===== src/logic/iuv_pkg.sv =====
// Constants and types for the input undervoltage fault handler
package iuv_pkg;
  // Command codes of the two registers
  localparam logic [7:0]  CmdTripLevel   = 8'h59;
  localparam logic [7:0]  CmdReaction    = 8'h5a;
  // Field positions in the reaction register
  localparam int          RespHi         = 7;
  localparam int          RespLo         = 6;
  localparam int          RetryHi        = 5;
  localparam int          RetryLo        = 3;
  localparam int          DelayHi        = 2;
  localparam int          DelayLo        = 0;
  // Values after reset
  localparam logic [15:0] TripLevelReset = 16'h0000;
  localparam logic [7:0]  ReactionReset  = 8'h00;
  // Response codes
  localparam logic [1:0]  RespIgnore     = 2'h0;
  localparam logic [1:0]  RespDelayed    = 2'h1;
  localparam logic [1:0]  RespRetry      = 2'h2;
  localparam logic [1:0]  RespLatch      = 2'h3;
  // Retry settings with special meaning
  localparam logic [2:0]  RetryNone      = 3'h0;
  localparam logic [2:0]  RetryForever   = 3'h7;

  typedef enum logic [2:0] {
    StRun,
    StDelay,
    StWait,
    StTry,
    StOff
  } iuv_state_type;
endpackage


===== src/logic/iuv_fault_handler.sv =====
// Input undervoltage fault handler with trip level and reaction registers
`timescale 1ns/100ps

// Contract
// - Sixteen-bit trip level register; input below it means undervoltage.
// - Reaction code 00 ignores the fault and keeps the output running.
// - Code 01 keeps running for the delay, then acts on retry setting.
// - Code 10 disables the output at once, then follows the retry setting.
// - Code 11 disables the output and holds it off until cleared.
// - Status clear, clear-all, reset or off-then-on clears a latched fault.
// - Retry setting 000 makes no restart; output stays off until cleared.
// - Settings 1 to 6 restart that often, then stay off until cleared.
// - Restart attempt starts are spaced by the delay times the unit.
// - Setting 111 retries forever until commanded off or another fault.
// - Delay field n selects two to the power n delay units.
// - One delay count serves continued running or restart spacing.
// - Duration of one delay unit comes from a separate configuration value.
module iuv_fault_handler (
  input  wire logic        clk,
  input  wire logic        rst,
  input  wire logic        cmdWrite,
  input  wire logic        cmdRead,
  input  wire logic [7:0]  cmdCode,
  input  wire logic [15:0] cmdData,
  output logic      [15:0] readData,
  output logic             readValid,
  input  wire logic        clearFaults,
  input  wire logic        clearUvStatus,
  input  wire logic        runEnable,
  input  wire logic        otherFaultOff,
  input  wire logic [15:0] unitCycles,
  input  wire logic        vinValid,
  input  wire logic [15:0] vinLevel,
  output logic             outputEnable,
  output logic             uvFault,
  output logic             uvStatus
);

  logic [15:0]            tripLevel_q;
  logic [7:0]             reaction_q;
  logic [15:0]            readData_q;
  logic                   readValid_q;
  logic                   uvFault_q;
  logic                   uvStatus_q;
  logic                   outEn_q;
  logic                   runPrev_q;
  logic [15:0]            tickCnt_q;
  logic [7:0]             unitCnt_q;
  logic                   dlyExp_q;
  logic [2:0]             left_q;
  iuv_pkg::iuv_state_type state_q;
  iuv_pkg::iuv_state_type state_d;
  logic                   startDly;
  logic                   loadLeft;
  logic                   decLeft;

  // Register decode, shared by writes and reads
  wire        hitTrip  = cmdCode == iuv_pkg::CmdTripLevel;
  wire        hitReact = cmdCode == iuv_pkg::CmdReaction;
  wire        wrTrip   = cmdWrite & hitTrip;
  wire        wrReact  = cmdWrite & hitReact;
  wire [15:0] rdMux    = hitTrip  ? tripLevel_q :
                         hitReact ? {8'h00, reaction_q} : 16'h0000;

  wire [1:0] respMode = reaction_q[iuv_pkg::RespHi:iuv_pkg::RespLo];
  wire [2:0] retrySet = reaction_q[iuv_pkg::RetryHi:iuv_pkg::RetryLo];
  wire [2:0] delaySel = reaction_q[iuv_pkg::DelayHi:iuv_pkg::DelayLo];

  wire below     = vinValid & (vinLevel < tripLevel_q);
  wire above     = vinValid & ~(vinLevel < tripLevel_q);
  wire onRise    = runEnable & ~runPrev_q;
  wire clearAll  = clearFaults | clearUvStatus | onRise;
  wire forceRun  = clearAll | ~runEnable;
  wire abort     = forceRun | otherFaultOff;
  wire endless   = retrySet == iuv_pkg::RetryForever;

  // Delay timer: unit length from the outside configuration register
  wire       dlyRun    = (state_q == iuv_pkg::StDelay) |
                         (state_q == iuv_pkg::StWait) |
                         (state_q == iuv_pkg::StTry);
  wire       unitTick  = (tickCnt_q + 16'h0001) >= unitCycles;
  wire [7:0] unitsNeed = 8'h01 << delaySel;
  wire       lastUnit  = (unitCnt_q + 8'h01) == unitsNeed;
  wire       dlyDone   = dlyRun & ~dlyExp_q & unitTick & lastUnit;
  wire       dlyOver   = dlyDone | dlyExp_q;
  wire       outOn     = runEnable & ~otherFaultOff &
                         ((state_d == iuv_pkg::StRun) |
                          (state_d == iuv_pkg::StDelay) |
                          (state_d == iuv_pkg::StTry));

  // Shutdown target shared by immediate and delayed responses
  wire                    offTarget = retrySet == iuv_pkg::RetryNone;

  always_ff @(posedge clk) begin
    if (rst) begin
      tripLevel_q <= iuv_pkg::TripLevelReset;
    end else if (wrTrip) begin
      tripLevel_q <= cmdData;
    end
  end

  always_ff @(posedge clk) begin
    if (rst) begin
      reaction_q <= iuv_pkg::ReactionReset;
    end else if (wrReact) begin
      reaction_q <= cmdData[7:0];
    end
  end

  always_ff @(posedge clk) begin
    if (rst) begin
      readData_q  <= 16'h0000;
      readValid_q <= 1'b0;
    end else begin
      readValid_q <= cmdRead;
      if (cmdRead) begin
        readData_q <= rdMux;
      end
    end
  end

  // Fault condition follows each measurement
  always_ff @(posedge clk) begin
    if (rst) begin
      uvFault_q <= 1'b0;
    end else if (vinValid) begin
      uvFault_q <= below;
    end
  end

  // A new detection in the clearing cycle wins over the clear
  always_ff @(posedge clk) begin
    if (rst) begin
      uvStatus_q <= 1'b0;
    end else if (below) begin
      uvStatus_q <= 1'b1;
    end else if (clearAll) begin
      uvStatus_q <= 1'b0;
    end
  end

  always_ff @(posedge clk) begin
    if (rst) begin
      runPrev_q <= 1'b0;
      outEn_q   <= 1'b0;
    end else begin
      runPrev_q <= runEnable;
      outEn_q   <= outOn;
    end
  end

  // Timer halts once expired so a late measurement still sees the end
  always_ff @(posedge clk) begin
    if (rst || startDly) begin
      tickCnt_q <= 16'h0000;
      unitCnt_q <= 8'h00;
      dlyExp_q  <= 1'b0;
    end else if (dlyRun && !dlyExp_q) begin
      dlyExp_q <= dlyDone;
      if (unitTick) begin
        tickCnt_q <= 16'h0000;
        unitCnt_q <= unitCnt_q + 8'h01;
      end else begin
        tickCnt_q <= tickCnt_q + 16'h0001;
      end
    end
  end

  always_ff @(posedge clk) begin
    if (rst) begin
      left_q <= 3'h0;
    end else if (loadLeft) begin
      left_q <= retrySet;
    end else if (decLeft) begin
      left_q <= left_q - 3'h1;
    end
  end

  always_ff @(posedge clk) begin
    if (rst) begin
      state_q <= iuv_pkg::StRun;
    end else begin
      state_q <= state_d;
    end
  end

  always_comb begin
    state_d  = state_q;
    startDly = 1'b0;
    loadLeft = 1'b0;
    decLeft  = 1'b0;
    if (forceRun) begin
      state_d = iuv_pkg::StRun;
    end else if (otherFaultOff) begin
      state_d = iuv_pkg::StOff;
    end else begin
      unique case (state_q)
        iuv_pkg::StRun: begin
          if (below) begin
            loadLeft = 1'b1;
            unique case (respMode)
              iuv_pkg::RespIgnore: begin
                state_d = iuv_pkg::StRun;
              end
              iuv_pkg::RespDelayed: begin
                state_d  = iuv_pkg::StDelay;
                startDly = 1'b1;
              end
              iuv_pkg::RespRetry: begin
                state_d  = offTarget ? iuv_pkg::StOff
                                     : iuv_pkg::StWait;
                startDly = ~offTarget;
              end
              iuv_pkg::RespLatch: begin
                state_d = iuv_pkg::StOff;
              end
            endcase
          end
        end
        iuv_pkg::StDelay: begin
          if (dlyOver) begin
            if (uvFault_q) begin
              state_d  = offTarget ? iuv_pkg::StOff
                                   : iuv_pkg::StWait;
              startDly = ~offTarget;
            end else begin
              state_d = iuv_pkg::StRun;
            end
          end
        end
        iuv_pkg::StWait: begin
          if (dlyOver) begin
            // Next attempt starts one delay after the last one, or right after the wait begins if the last one outlasted the delay
            state_d  = iuv_pkg::StTry;
            startDly = 1'b1;
          end
        end
        iuv_pkg::StTry: begin
          if (below) begin
            decLeft = ~endless;
            state_d = (!endless && left_q == 3'h1) ? iuv_pkg::StOff
                                                    : iuv_pkg::StWait;
          end else if (above) begin
            state_d = iuv_pkg::StRun;
          end
        end
        iuv_pkg::StOff: begin
          state_d = iuv_pkg::StOff;
        end
      endcase
    end
  end

  assign readData     = readData_q;
  assign readValid    = readValid_q;
  assign outputEnable = outEn_q;
  assign uvFault      = uvFault_q;
  assign uvStatus     = uvStatus_q;
endmodule


===== config.mk =====
export PLATFORM = sky130hd
export DESIGN_NAME = iuv_fault_handler
export DESIGN_NICKNAME = d
export VERILOG_FILES = /design/src/logic/iuv_pkg.sv /design/src/logic/iuv_fault_handler.sv
export SDC_FILE = /design/constraint.sdc
export NUM_CORES = 1
export LEC_CHECK = 0
export BUFFER_PORTS_ARGS = -buffer_cell sky130_fd_sc_hd__buf_2
export CORE_MARGIN = 4
export CORE_UTILIZATION = 55
export CTS_CLUSTER_SIZE = 28
export DETAILED_ROUTE_END_ITERATION = 7
export MAX_ROUTING_LAYER = met4
export PLACE_DENSITY = 0.78
export SYNTH_ARGS = -nofsm -noshare
export SYNTH_HDL_FRONTEND = slang
export SYNTH_SLANG_ARGS = --single-unit
export TNS_END_PERCENT = 20

===== constraint.sdc =====
create_clock -name clk -period 10.8 [get_ports clk]
set_clock_uncertainty 0.2 [all_clocks]
set_input_delay 1.08 -clock clk [delete_from_list [all_inputs] [get_ports clk]]
set_output_delay 1.08 -clock clk [all_outputs]
set_load 0.01 [all_outputs]

==> metrics.md, run 1 <==
| Metric | Value |
|---|---|
| Clk Latency, worst-skew pair | `about 0.36 ns` |
| Post-Syn Instances | `just under 600` |
| Count leader, synth | `dfxtp_1` |
| P&R area growth vs syn | `14.2%` |
| Synthesized area | `about 4600 um2` |
| Pwr per Cell Area | `~100 nW/um2` |
| Initial DRC Count | `just over 300` |
| GRT Util Overall | `23.9%` |
| H-tree levels | `3` |
| Design Area, Final | `between 5000 and 6000 um2` |
| Seq cells post-synth | `76` |
| Library cells used by synthesis | `60` |
| Antenna violations before repair | `1` |
| Critical path origin | `tickCnt_q[2]` |
| Pre-antenna DRT Iters | `5` |
| Share of cells above drive strength 1 | `between 10% and 20%` |
| Final hold vios | `0` |
| Crit path max fanout | `25` |
| Routed WL per cell | `roughly 15 um` |
| Hold Startpoint | `readData[14]` |
| Maxcap violations | `0` |
| Die area | `about 10000 um2` |
| DR vias/cell | `around 5.7` |
| Worst r2r src | `tickCnt_q[2]` |
| GP Congestion | `~0.84` |
| Yosys top cell by area | `dfxtp_1` |
| Root Driver | `clkbuf_8` |
| Synth top area cells | `dfxtp_1, ha_1, a21oi_1` |
| Rel. slew slack | `37.9%` |
| Actual slew at the worst max-slew pin | `0.925 ns` |
| Vias | `between 4,000 and 5,000` |
| Leakage | `2.12 nW` |
| Die width | `~100 um` |
| Worst Setup Start Kind | `flip-flop` |
| Part of the cycle the worst path needs | `between 40 and 50%` |
| Critical Path End Type | `flip-flop` |
| CTS clk-pin slew, worst paths | `roughly 0.080 ns` |
| Post-synth EDFFs | `0` |
| Vias in the first global route | `approximately 4,100` |
| Core box area | `roughly 8200 um2` |
| Starting Density | `between 50% and 60%` |
| Slew Viols, Final | `0` |
| Synth Net Count | `roughly 690` |
| Gr ovfl total | `0` |
| RSZ-0062 raised after global routing | `no` |
| R2r setup slk | `5.95 ns` |
| Crit path time final | `approximately 4.9 ns` |
| Placed cell areas | `between 5000 and 6000 um2` |
| Hold Path Class | `flip-flop to flip-flop` |
| Main flop type after synthesis | `dfxtp_1` |
| Top cells by instance count after synthesis | `dfxtp_1, nand2_1, nor2_1` |
| Worst IR Drop VDD | `between 70 and 80 uV` |
| First-pass GRT wire length | `approximately 19 mm` |
| Post-CTS setup buffers | `0` |
| Port Buf Inserts | `between 80 and 90` |
| Max Clock Freq | `between 0.2 and 0.25 GHz` |
| CTS tree | `built` |
| Clock Path Buffers | `2` |
| Synthesis Warnings | `0` |
| Status | `complete, no violations` |
| Final #Nets | `755` |
| Kind of critical path | `flip-flop to flip-flop` |
| Pin count of the biggest net entering global routing | `52` |
| Avg Inst Size Synth | `7.92 um2` |
| Clock Sink Count | `76` |
| Detailed Route WL | `about 11 mm` |
| Fin Setup TNS | `0 ns` |
| Ys async rst share | `0%` |
| Post-Route Utilization | `between 60% and 70%` |
| Critical path required time | `between 10 and 15 ns` |
| I/O pin total | `85` |
| Synth top area share | `32.9%` |
| CTS Buf Count | `9` |
| Seq/Total Area, Yosys | `between 30% and 40%` |
| Resize count post-CTS | `0` |
| Drt drc | `0` |
| Chip Height | `roughly 100 um` |
| Arr. time, crit path | `4.88 ns` |
| Final setup fails | `0` |
| Hold_buf cts | `0` |
| Site row count | `33` |
| Post-DP HPWL | `~8.3 mm` |
| Final ANT Viol Nets | `0` |
-- critical path, cell delays in order, from the launching register on --
cell	delay, ns
dfxtp_1	0.45
and4_1	0.27
and3_1	0.21
and3_1	0.19
and2_0	0.26
and3_1	0.25
xor2_1	0.09
ha_1	0.29
nand4_1	0.13
or4_1	0.54
a221o_1	0.34
a31oi_4	0.39
a31oi_4	0.19
o31ai_1	0.26
a31o_2	0.53
nor2_1	0.12
-- cell type report --
class | count | area [um2]
well taps | 105 | 131
diodes | 1 | 2.50
inverters | 46 | 173
fillers | 751 | 2900
repair buffers | 87 | 443
clock inverters | 6 | 62.6
flip-flops and latches | 76 | 1520
multi-input cells | 430 | 2800
clock buffers | 10 | 138
-- registers in the layout, summed over array words and instances (netlist names) --
signal and cells:
tickCnt_q 16, unitCnt_q 8, readValid 1, dlyExp_q 1, runPrev_q 1, tripLevel_q 16
uvFault 1, outputEnable 1, reaction_q 8, state_q 3, uvStatus 1, readData 16
left_q 3
-- kinds of logic (layout without fill, tap and decap cells) --
family                     after synthesis  in the layout  share of synthesized area, %
and+or+nand+nor                        228            228                          24.1
AOI/OAI and AO/OA                      130            130                          19.3
buffers and inverters                   77            149                          6.61
DFF                                     76             76                          32.9
adders and majority gates               41             41                          11.1
xor gates and xnor gates                26             26                          4.93
muxes                                    5              5                          1.14
other                                    0              1                             0
-- path summary, 6_finish.rpt --
kind | to | cells past startpoint
worst max register to register | unitCnt_q[7] | 15
worst min register to register | readData[14] | 2
worst max-delay path | unitCnt_q[7] | 15
worst min-delay path | readData[14] | 2
-- metal layers --
layer / share of wire, % / vias up / global-route usage, % / wire length (um)
met1: 45 / 2044 / 29.1 / 5140
met3: 5.4 / 19 / 5.40 / 611
li1: - / 2182 / - / -
met5: 0 / - / - / 0
met4: 1.3 / 0 / 7.04 / 149
met2: 48 / 124 / 39.7 / 5520
-- report_power, final --
group	total [mW]	internal (mW)	switching [mW]
clock network	0.224	0.113	0.111
logic	0.0418	0.0188	0.0230
registers	0.284	0.282	0.00144
total	0.549	0.414	0.135
-- layout by cell type (no fill, tap or decap), types with 14 or more instances in the layout --
cell type,netlist,final
nand2_1,67,67
ha_1,40,40
buf_2,1,84
nand3_1,35,35
inv_1,46,46
a211oi_1,14,14
dfxtp_1,76,76
a21oi_1,51,51
nor2_1,53,53
a22oi_1,14,14
o21ai_0,14,14
-- through the flow --
| stage | cells | power [mW] | setup WS [ns] | hold WS (ns) |
|---|---|---|---|---|
| after global routing | 761 | 0.570 | 5.63 | 0.288 |
| final | 761 | 0.549 | 5.95 | 0.270 |
| after CTS | 760 | 0.552 | 5.97 | 0.273 |
| after detailed placement | 744 | 0.332 | 6.02 | 0.260 |
| after floorplan | 583 | 0.313 | 6.68 | 0.250 |
| after global placement | 744 | 0.330 | 6.22 | 0.251 |
Note: power is estimated with default switching activity, not from simulation.
==> inputs of run 2 (changes only) <==
--- a/config.mk
+++ b/config.mk
@@ -7,11 +7,11 @@
 export LEC_CHECK = 0
 export BUFFER_PORTS_ARGS = -buffer_cell sky130_fd_sc_hd__buf_2
 export CORE_MARGIN = 4
-export CORE_UTILIZATION = 55
+export CORE_UTILIZATION = 51
 export CTS_CLUSTER_SIZE = 28
 export DETAILED_ROUTE_END_ITERATION = 7
 export MAX_ROUTING_LAYER = met4
-export PLACE_DENSITY = 0.78
+export PLACE_DENSITY = 0.76
 export SYNTH_ARGS = -nofsm -noshare
 export SYNTH_HDL_FRONTEND = slang
 export SYNTH_SLANG_ARGS = --single-unit
==> constraint.sdc (replaced) <==
create_clock -name clk -period 4.2 [get_ports clk]
set_clock_uncertainty 0.2 [all_clocks]
set_input_delay 0.42 -clock clk [delete_from_list [all_inputs] [get_ports clk]]
set_output_delay 0.42 -clock clk [all_outputs]
set_load 0.01 [all_outputs]
==> run 2 against run 1 <==
Net effect: the flow now finishes with violations (setup timing); cell area is 5.3% higher; non-clock buffer count grew 24; worst hold slack got worse by 0.17 ns; via count rose by 2.5%; sequential share of layout area shrank 1.4 points.
==> metrics.md, run 2 (same netlist as run 1, synthesis figures left out) <==
| Metric | Value |
|---|---|
| Die width | `103 um (+3.5%)` |
| DR vias/cell | `5.68 (-1.1%)` |
| Initial DRC Count | `221 (-27%)` |
| Worst r2r src | `tickCnt_q[2]` |
| Post-Route Utilization | `63.3% (-1.1 points)` |
| Final #Nets | `779 (+3.2%)` |
| Worst hold slack | `0.0994 ns (-0.170 ns)` |
| H-tree levels | `3 (unchanged)` |
| Gr ovfl total | `0 (unchanged)` |
| Vias | `4,479 (+2.5%)` |
| First-pass GRT wire length | `18.9 mm (-0.40%)` |
| Final setup fails | `26 (+26)` |
| R2r endpoint | `tickCnt_q[2]` |
| Clk Latency, worst-skew pair | `0.35 ns (about the same)` |
| Kind of critical path | `flip-flop to flip-flop` |
| Clock Sink Count | `76 (unchanged)` |
| Actual slew at the worst max-slew pin | `0.935 ns (+0.00989 ns)` |
| Pre-antenna DRT Iters | `5 (unchanged)` |
| Met1 Use GR | `27.1% (-2.0 points)` |
| CTS tree | `built` |
| Commonest non-fill, non-tap cell in the layout | `buf_2` |
| Arr. time, crit path | `4.35 ns (-0.53 ns)` |
| Rel. slew slack | `37.7% (-0.18 points)` |
| Worst IR Drop VDD | `243 uV (+240%)` |
| Pwr per Cell Area | `258 nW/um2 (+150%)` |
| Share of cells above drive strength 1 | `21.4% (+4.0 points)` |
| Commonest cells after routing, fill and taps aside | `buf_2, dfxtp_1, nand2_1, nor2_1, a21oi_1` |
| Pin count of the biggest net entering global routing | `52 (unchanged)` |
| R2r setup slk | `-0.11 ns (-6.05 ns)` |
| Setup slack after layout | `-0.107 ns (-6.05 ns)` |
| Antenna violations before repair | `2 (+1)` |
| Critical path origin | `tickCnt_q[2]` |
| GRT busiest layer | `met2` |
| Core box area | `8760 um2 (+7.2%)` |
| RSZ-0062 raised after global routing | `yes` |
| Crit path time final | `4.31 ns (-0.548 ns)` |
| Worst Setup Start Kind | `flip-flop` |
| Met3 Track Usage GR | `4.80% (-0.60 points)` |
| Hold Path Class | `input port to flip-flop` |
| Fin Setup TNS | `-2.02 ns (-2.02 ns)` |
| Worst Reg-to-Reg Cells | `16 (+1)` |
| Die area | `10,600 um2 (+7.2%)` |
| Site row count | `34 (+3.0%)` |
| P&R area growth vs syn | `20.2%` |
| Port Buf Inserts | `84 (unchanged)` |
| M2 GR Usage | `38.2% (-1.4 points)` |
| Critical Path End Type | `flip-flop` |
| Critical path required time | `4.24 ns (-6.58 ns)` |
| Status | `complete, but fails checks` |
| Routed WL per cell | `15.4 um (+2.7%)` |
| Clock Path Buffers | `2 (unchanged)` |
| Dpl ws | `-0.0877 ns (-6.11 ns)` |
| GRT Util Overall | `22.9% (-0.98 points)` |
| Post-DP HPWL | `8.68 mm (+4.0%)` |
| CTS clk-pin slew, worst paths | `0.08 ns (about the same)` |
| Crit path max fanout | `6 (-76%)` |
| Failing checks | `setup timing` |
| Final ANT Viol Nets | `0 (unchanged)` |
| CP endpoint | `tickCnt_q[2]` |
| Slew Viols, Final | `0 (unchanged)` |
| Placed cell areas | `5180 um2 (+2.1%)` |
| GP Congestion | `0.869 (+3.2%)` |
| I/O pin total | `85 (unchanged)` |
| Chip Height | `103 um (+3.5%)` |
| Part of the cycle the worst path needs | `103% (+58 points)` |
| Starting Density | `52.7% (-3.8 points)` |
| Maxcap violations | `0 (unchanged)` |
| Drt drc | `0 (unchanged)` |
| Vias in the first global route | `4,163 (+1.2%)` |
| CTS Buf Count | `9 (unchanged)` |
| Root Driver | `clkbuf_8` |
| Max Clock Freq | `0.232 GHz (+13%)` |
| Final hold vios | `0 (unchanged)` |
| Leakage | `2.26 nW (+6.8%)` |
| Detailed Route WL | `12.2 mm (+6.5%)` |
| Design Area, Final | `5550 um2 (+5.3%)` |
run 2: cell count changes in the layout (fill, tap and decap cells not counted), sizes merged:
cell / before / now
diode: 1 / 2
inv: 47 / 48
clkbuf: 10 / 12
clkinv: 4 / 3
buf: 87 / 109
run 2: routing by layer:
layer  up-vias  part of all wire [%]
li1       2232                     -
met1      2072                    41
met2       144                    51
met3        31                   6.1
met4         0                   2.6
met5         -                     0
run 2: worst max-delay path, stage by stage (launching register included):
cell and delay (ns):
dfxtp_2 0.34, and4_4 0.24, and3_4 0.20, and3_1 0.17, nand4_1 0.17, buf_4 0.19
xnor2_1 0.14, ha_1 0.33, nand4_1 0.15, or4_4 0.52, a221o_1 0.33, a31oi_4 0.21
a31oi_4 0.14, o31ai_1 0.28, a31o_2 0.34, clkbuf_16 0.20, a21oi_1 0.05
run 2: stage by stage:
stage,total power [mW],cells
2_1_floorplan,0.804,583
3_3_place_gp,0.851,760
3_5_place_dp,0.855,760
4_1_cts,1.44,778
5_1_grt,1.49,789
6_report,1.43,789
run 2: what timing repair did:
item	CTS	global route
hold buffers	0	0
gates resized for setup	4	7
pin swaps	8	12
cloned	0	3
buffers inserted	2	6
setup endpoints to repair	27	29
run 2: power breakdown:
| group | internal, mW | leakage [nW] | switching (mW) |
|---|---|---|---|
| logic | 0.0554 | 1.54 | 0.0610 |
| registers | 0.726 | 0.616 | 0.00355 |
| clock network | 0.296 | 0.107 | 0.291 |
run 2: cell type report:
class / instances / area [um2]
fill: 759 / 3210
multi-input combinational: 430 / 2830
sequential: 76 / 1530
timing repair buffer: 111 / 678
inverter: 46 / 173
clock buffer: 10 / 138
tap: 108 / 135
clock inverter: 6 / 70.1
antenna: 2 / 5.00
run 2: worst min-delay path by stage:
stage | start | endpoint | slack, ns | depth (start not counted)
after floorplan | tripLevel_q[10] | tripLevel_q[10] | 0.25 | 2
after global placement | readData[11] | readData[11] | 0.25 | 2
after detailed placement | readData[13] | readData[13] | 0.26 | 2
after CTS | cmdData[12] | tripLevel_q[12] | 0.09 | 3
after global routing | cmdData[13] | tripLevel_q[13] | 0.09 | 3
final | cmdData[11] | tripLevel_q[11] | 0.1 | 3
==> inputs of run 3 (changes only) <==
--- a/config.mk
+++ b/config.mk
@@ -11,7 +11,7 @@
 export CTS_CLUSTER_SIZE = 28
 export DETAILED_ROUTE_END_ITERATION = 7
 export MAX_ROUTING_LAYER = met4
-export PLACE_DENSITY = 0.76
+export PLACE_DENSITY = 0.82
 export SYNTH_ARGS = -nofsm -noshare
 export SYNTH_HDL_FRONTEND = slang
 export SYNTH_SLANG_ARGS = --single-unit
==> run 3 against run 2 <==
Net effect: the flow still finishes with violations (setup timing); sequential power is essentially flat; combinational power barely moved; non-clock buffer count down 3; utilization decreased by 0.14 points; critical path depth unchanged; fmax up 2.2%; cell count shrank 0.63%; clock power fell by 6.1%; cell area decreased by 0.23%; total power is 2.3% lower; largest power group unchanged; die area stayed put; worst hold slack lost 0.011 ns.
==> metrics.md, run 3 (same netlist as run 1, synthesis figures left out) <==
| Metric | Value |
|---|---|
| ANT cells | `0 (-2)` |
| Actual slew at the worst max-slew pin | `1.00 ns (+0.0655 ns)` |
| Post-DP HPWL | `8.57 mm (-1.3%)` |
| Part of the cycle the worst path needs | `100% (-2.2 points)` |
| Pre-antenna DRT Iters | `5 (unchanged)` |
| Largest stage delay on the critical path | `0.56 ns (+0.04 ns)` |
| Max Clock Freq | `0.237 GHz (+2.2%)` |
| Share of cells above drive strength 1 | `22.2% (+0.83 points)` |
| CTS clk-pin slew, worst paths | `0.09 ns (about the same)` |
| Crit path max fanout | `12 (+6)` |
| Hold Path Class | `input port to flip-flop` |
| Crit path time final | `4.21 ns (-0.0942 ns)` |
| Site row count | `34 (unchanged)` |
| RSZ-0062 raised after global routing | `yes` |
| Starting Density | `52.7% (unchanged)` |
| Die area | `10,600 um2 (unchanged)` |
| H-tree levels | `3 (unchanged)` |
| DR vias/cell | `5.73 (+0.93%)` |
| Root Driver | `clkbuf_8` |
| Maxcap violations | `0 (unchanged)` |
| Rel. slew slack | `32.8% (-4.9 points)` |
| Final #Nets | `776 (-0.39%)` |
| Critical path required time | `4.26 ns (+0.02 ns)` |
| Sw frac | `27.6% (+2.8 points)` |
| Final setup fails | `12 (-54%)` |
| Pin count of the biggest net entering global routing | `36 (-31%)` |
| Fin Setup TNS | `-0.0984 ns (+1.92 ns)` |
| Commonest non-fill, non-tap cell in the layout | `buf_2` |
| I/O pin total | `85 (unchanged)` |
| Initial DRC Count | `198 (-10%)` |
| Worst hold slack | `0.0881 ns (-0.0113 ns)` |
| Chip Height | `103 um (unchanged)` |
| Status | `complete, but fails checks` |
| Slew Viols, Final | `0 (unchanged)` |
| Clock Sink Count | `76 (unchanged)` |
| Port Buf Inserts | `84 (unchanged)` |
| Psw | `0.387 mW (+8.9%)` |
| Vias in the first global route | `4,137 (-0.62%)` |
| Kind of critical path | `flip-flop to flip-flop` |
| Core box area | `8760 um2 (unchanged)` |
| Worst Hold Depth | `3 (unchanged)` |
| GP Congestion | `0.890 (+2.3%)` |
| Clock Path Buffers | `2 (unchanged)` |
| Vias | `4,492 (+0.29%)` |
| P&R area growth vs syn | `19.9%` |
| Clk Latency, worst-skew pair | `0.36 ns (about the same)` |
| R2r endpoint | `unitCnt_q[1]` |
| R2r setup slk | `-0.01 ns (+0.09 ns)` |
| Critical Path End Type | `flip-flop` |
| Detailed Route WL | `11.8 mm (-2.9%)` |
| Routed WL per cell | `15.1 um (-2.2%)` |
| Final hold vios | `0 (unchanged)` |
| Final ANT Viol Nets | `0 (unchanged)` |
| Leakage | `2.24 nW (-1.2%)` |
| GRT Util Overall | `22.0% (-0.89 points)` |
| Failing checks | `setup timing` |
| Arr. time, crit path | `4.27 ns (-0.08 ns)` |
| Sequential power share | `52.1% (+1.2 points)` |
| Hold EP | `tripLevel_q[13]` |
| Worst Setup Start Kind | `flip-flop` |
| CP cell instances | `and4_4 > and3_4 > and3_4 > nand4_1 > nor2_2 > xor2_1 > ha_1 > nand4_1 > or4_4 > a221o_1 > a31oi_4 > a31oi_4 > o31ai_2 > a31o_4 > clkbuf_16 > nor2_1` |
| Clk network pwr share | `39.4% (-1.5 points)` |
| Drt drc | `0 (unchanged)` |
| CP bufs+invs | `1 (-1)` |
| Antenna violations before repair | `0 (-2)` |
| Commonest cells after routing, fill and taps aside | `buf_2, dfxtp_1, nand2_1, a21oi_1, nor2_1` |
| Worst IR Drop VDD | `179 uV (-26%)` |
| CTS tree | `built` |
| Worst r2r src | `tickCnt_q[3]` |
| Die width | `103 um (unchanged)` |
| Worst Reg-to-Reg Cells | `16 (unchanged)` |
| Setup slack after layout | `-0.0126 ns (+0.0942 ns)` |
| Crit path max-delay cell type | `or4_4` |
| Hold Startpoint | `cmdData[13]` |
| Pint | `1.01 mW (-6.0%)` |
| Pwr per Cell Area | `253 nW/um2 (-2.1%)` |
| First-pass GRT wire length | `18.4 mm (-2.8%)` |
| Final total power | `1.40 mW (-2.3%)` |
| CTS Buf Count | `9 (unchanged)` |
| Delay-heaviest family, CP | `simple AND/OR/NAND/NOR gates` |
| Gr ovfl total | `0 (unchanged)` |
| Comb power frac | `8.5% (+0.4 points)` |
-- run 3: changes by cell type in the layout (fill, tap and decap cells not counted), sizes merged, moves of 2 or more --
cell,previous run,this run
diode,2,0
inv,48,52
clkinv,3,0
buf,109,106
-- run 3: power groups by stage --
stage                     registers [mW]  logic [mW]  clock network (mW)
after floorplan                    0.749      0.0553                   0
after global placement             0.747       0.106                   0
after detailed placement           0.747       0.110                   0
after CTS                          0.730       0.110               0.558
after global routing               0.731       0.132               0.586
final                              0.730       0.119               0.551
-- run 3: final cells by class --
| class | instances | area, um2 |
|---|---|---|
| Fill cell | 728 | 3220 |
| Timing Repair Buffer | 108 | 648 |
| Clock inverter | 7 | 65.1 |
| Tap cell | 108 | 135 |
| Clock buffer | 9 | 124 |
| Multi-Input combinational cell | 430 | 2870 |
| Sequential cell | 76 | 1530 |
| Inverter | 46 | 173 |
-- run 3: metal layers --
| layer | wire length [um] | track usage, % | vias to the layer above |
|---|---|---|---|
| li1 | - | - | 2220 |
| met1 | 5010 | 26.3 | 2115 |
| met2 | 5930 | 37.7 | 142 |
| met3 | 708 | 3.38 | 15 |
| met4 | 157 | 7.67 | 0 |
| met5 | 0 | - | - |
-- run 3: worst reg2reg max path, delay by kind of cell (launching register included) --
kind | cells | cell delay [ns]
xor+xnor | 1 | 0.10
compound gates | 5 | 1.23
fa+ha+maj | 1 | 0.30
simple gates | 8 | 1.74
flops | 1 | 0.37
buf+inv | 1 | 0.18
-- run 3: worst max path at each step --
stage / endpoint / cells after the start / from
2_1_floorplan: tickCnt_q[11] / 16 / tickCnt_q[2]
3_3_place_gp: outputEnable / 15 / tickCnt_q[5]
3_5_place_dp: tickCnt_q[6] / 16 / tickCnt_q[5]
4_1_cts: outputEnable / 15 / tickCnt_q[5]
5_1_grt: tickCnt_q[15] / 16 / tickCnt_q[3]
6_report: unitCnt_q[1] / 16 / tickCnt_q[3]
-- run 3: metrics by stage --
| step | instances | setup WS [ns] | util, % | instance area [um2] |
|---|---|---|---|---|
| after floorplan | 583 | 0.0818 | - | 4620 |
| after global placement | 760 | 0.103 | 59.1 | 5180 |
| after detailed placement | 760 | -0.0634 | 59.1 | 5180 |
| after CTS | 777 | 0.00336 | 61.5 | 5390 |
| after global routing | 784 | -0.201 | 63.2 | 5540 |
| final | 784 | -0.0126 | 63.2 | 5540 |
-- run 3: repair_timing --
action,CTS,global route
gates cloned,0,2
hold buffers,0,0
endpoints found under the setup margin,26,29
pin swaps,4,19
buffers inserted,1,5
gates resized for setup,2,18
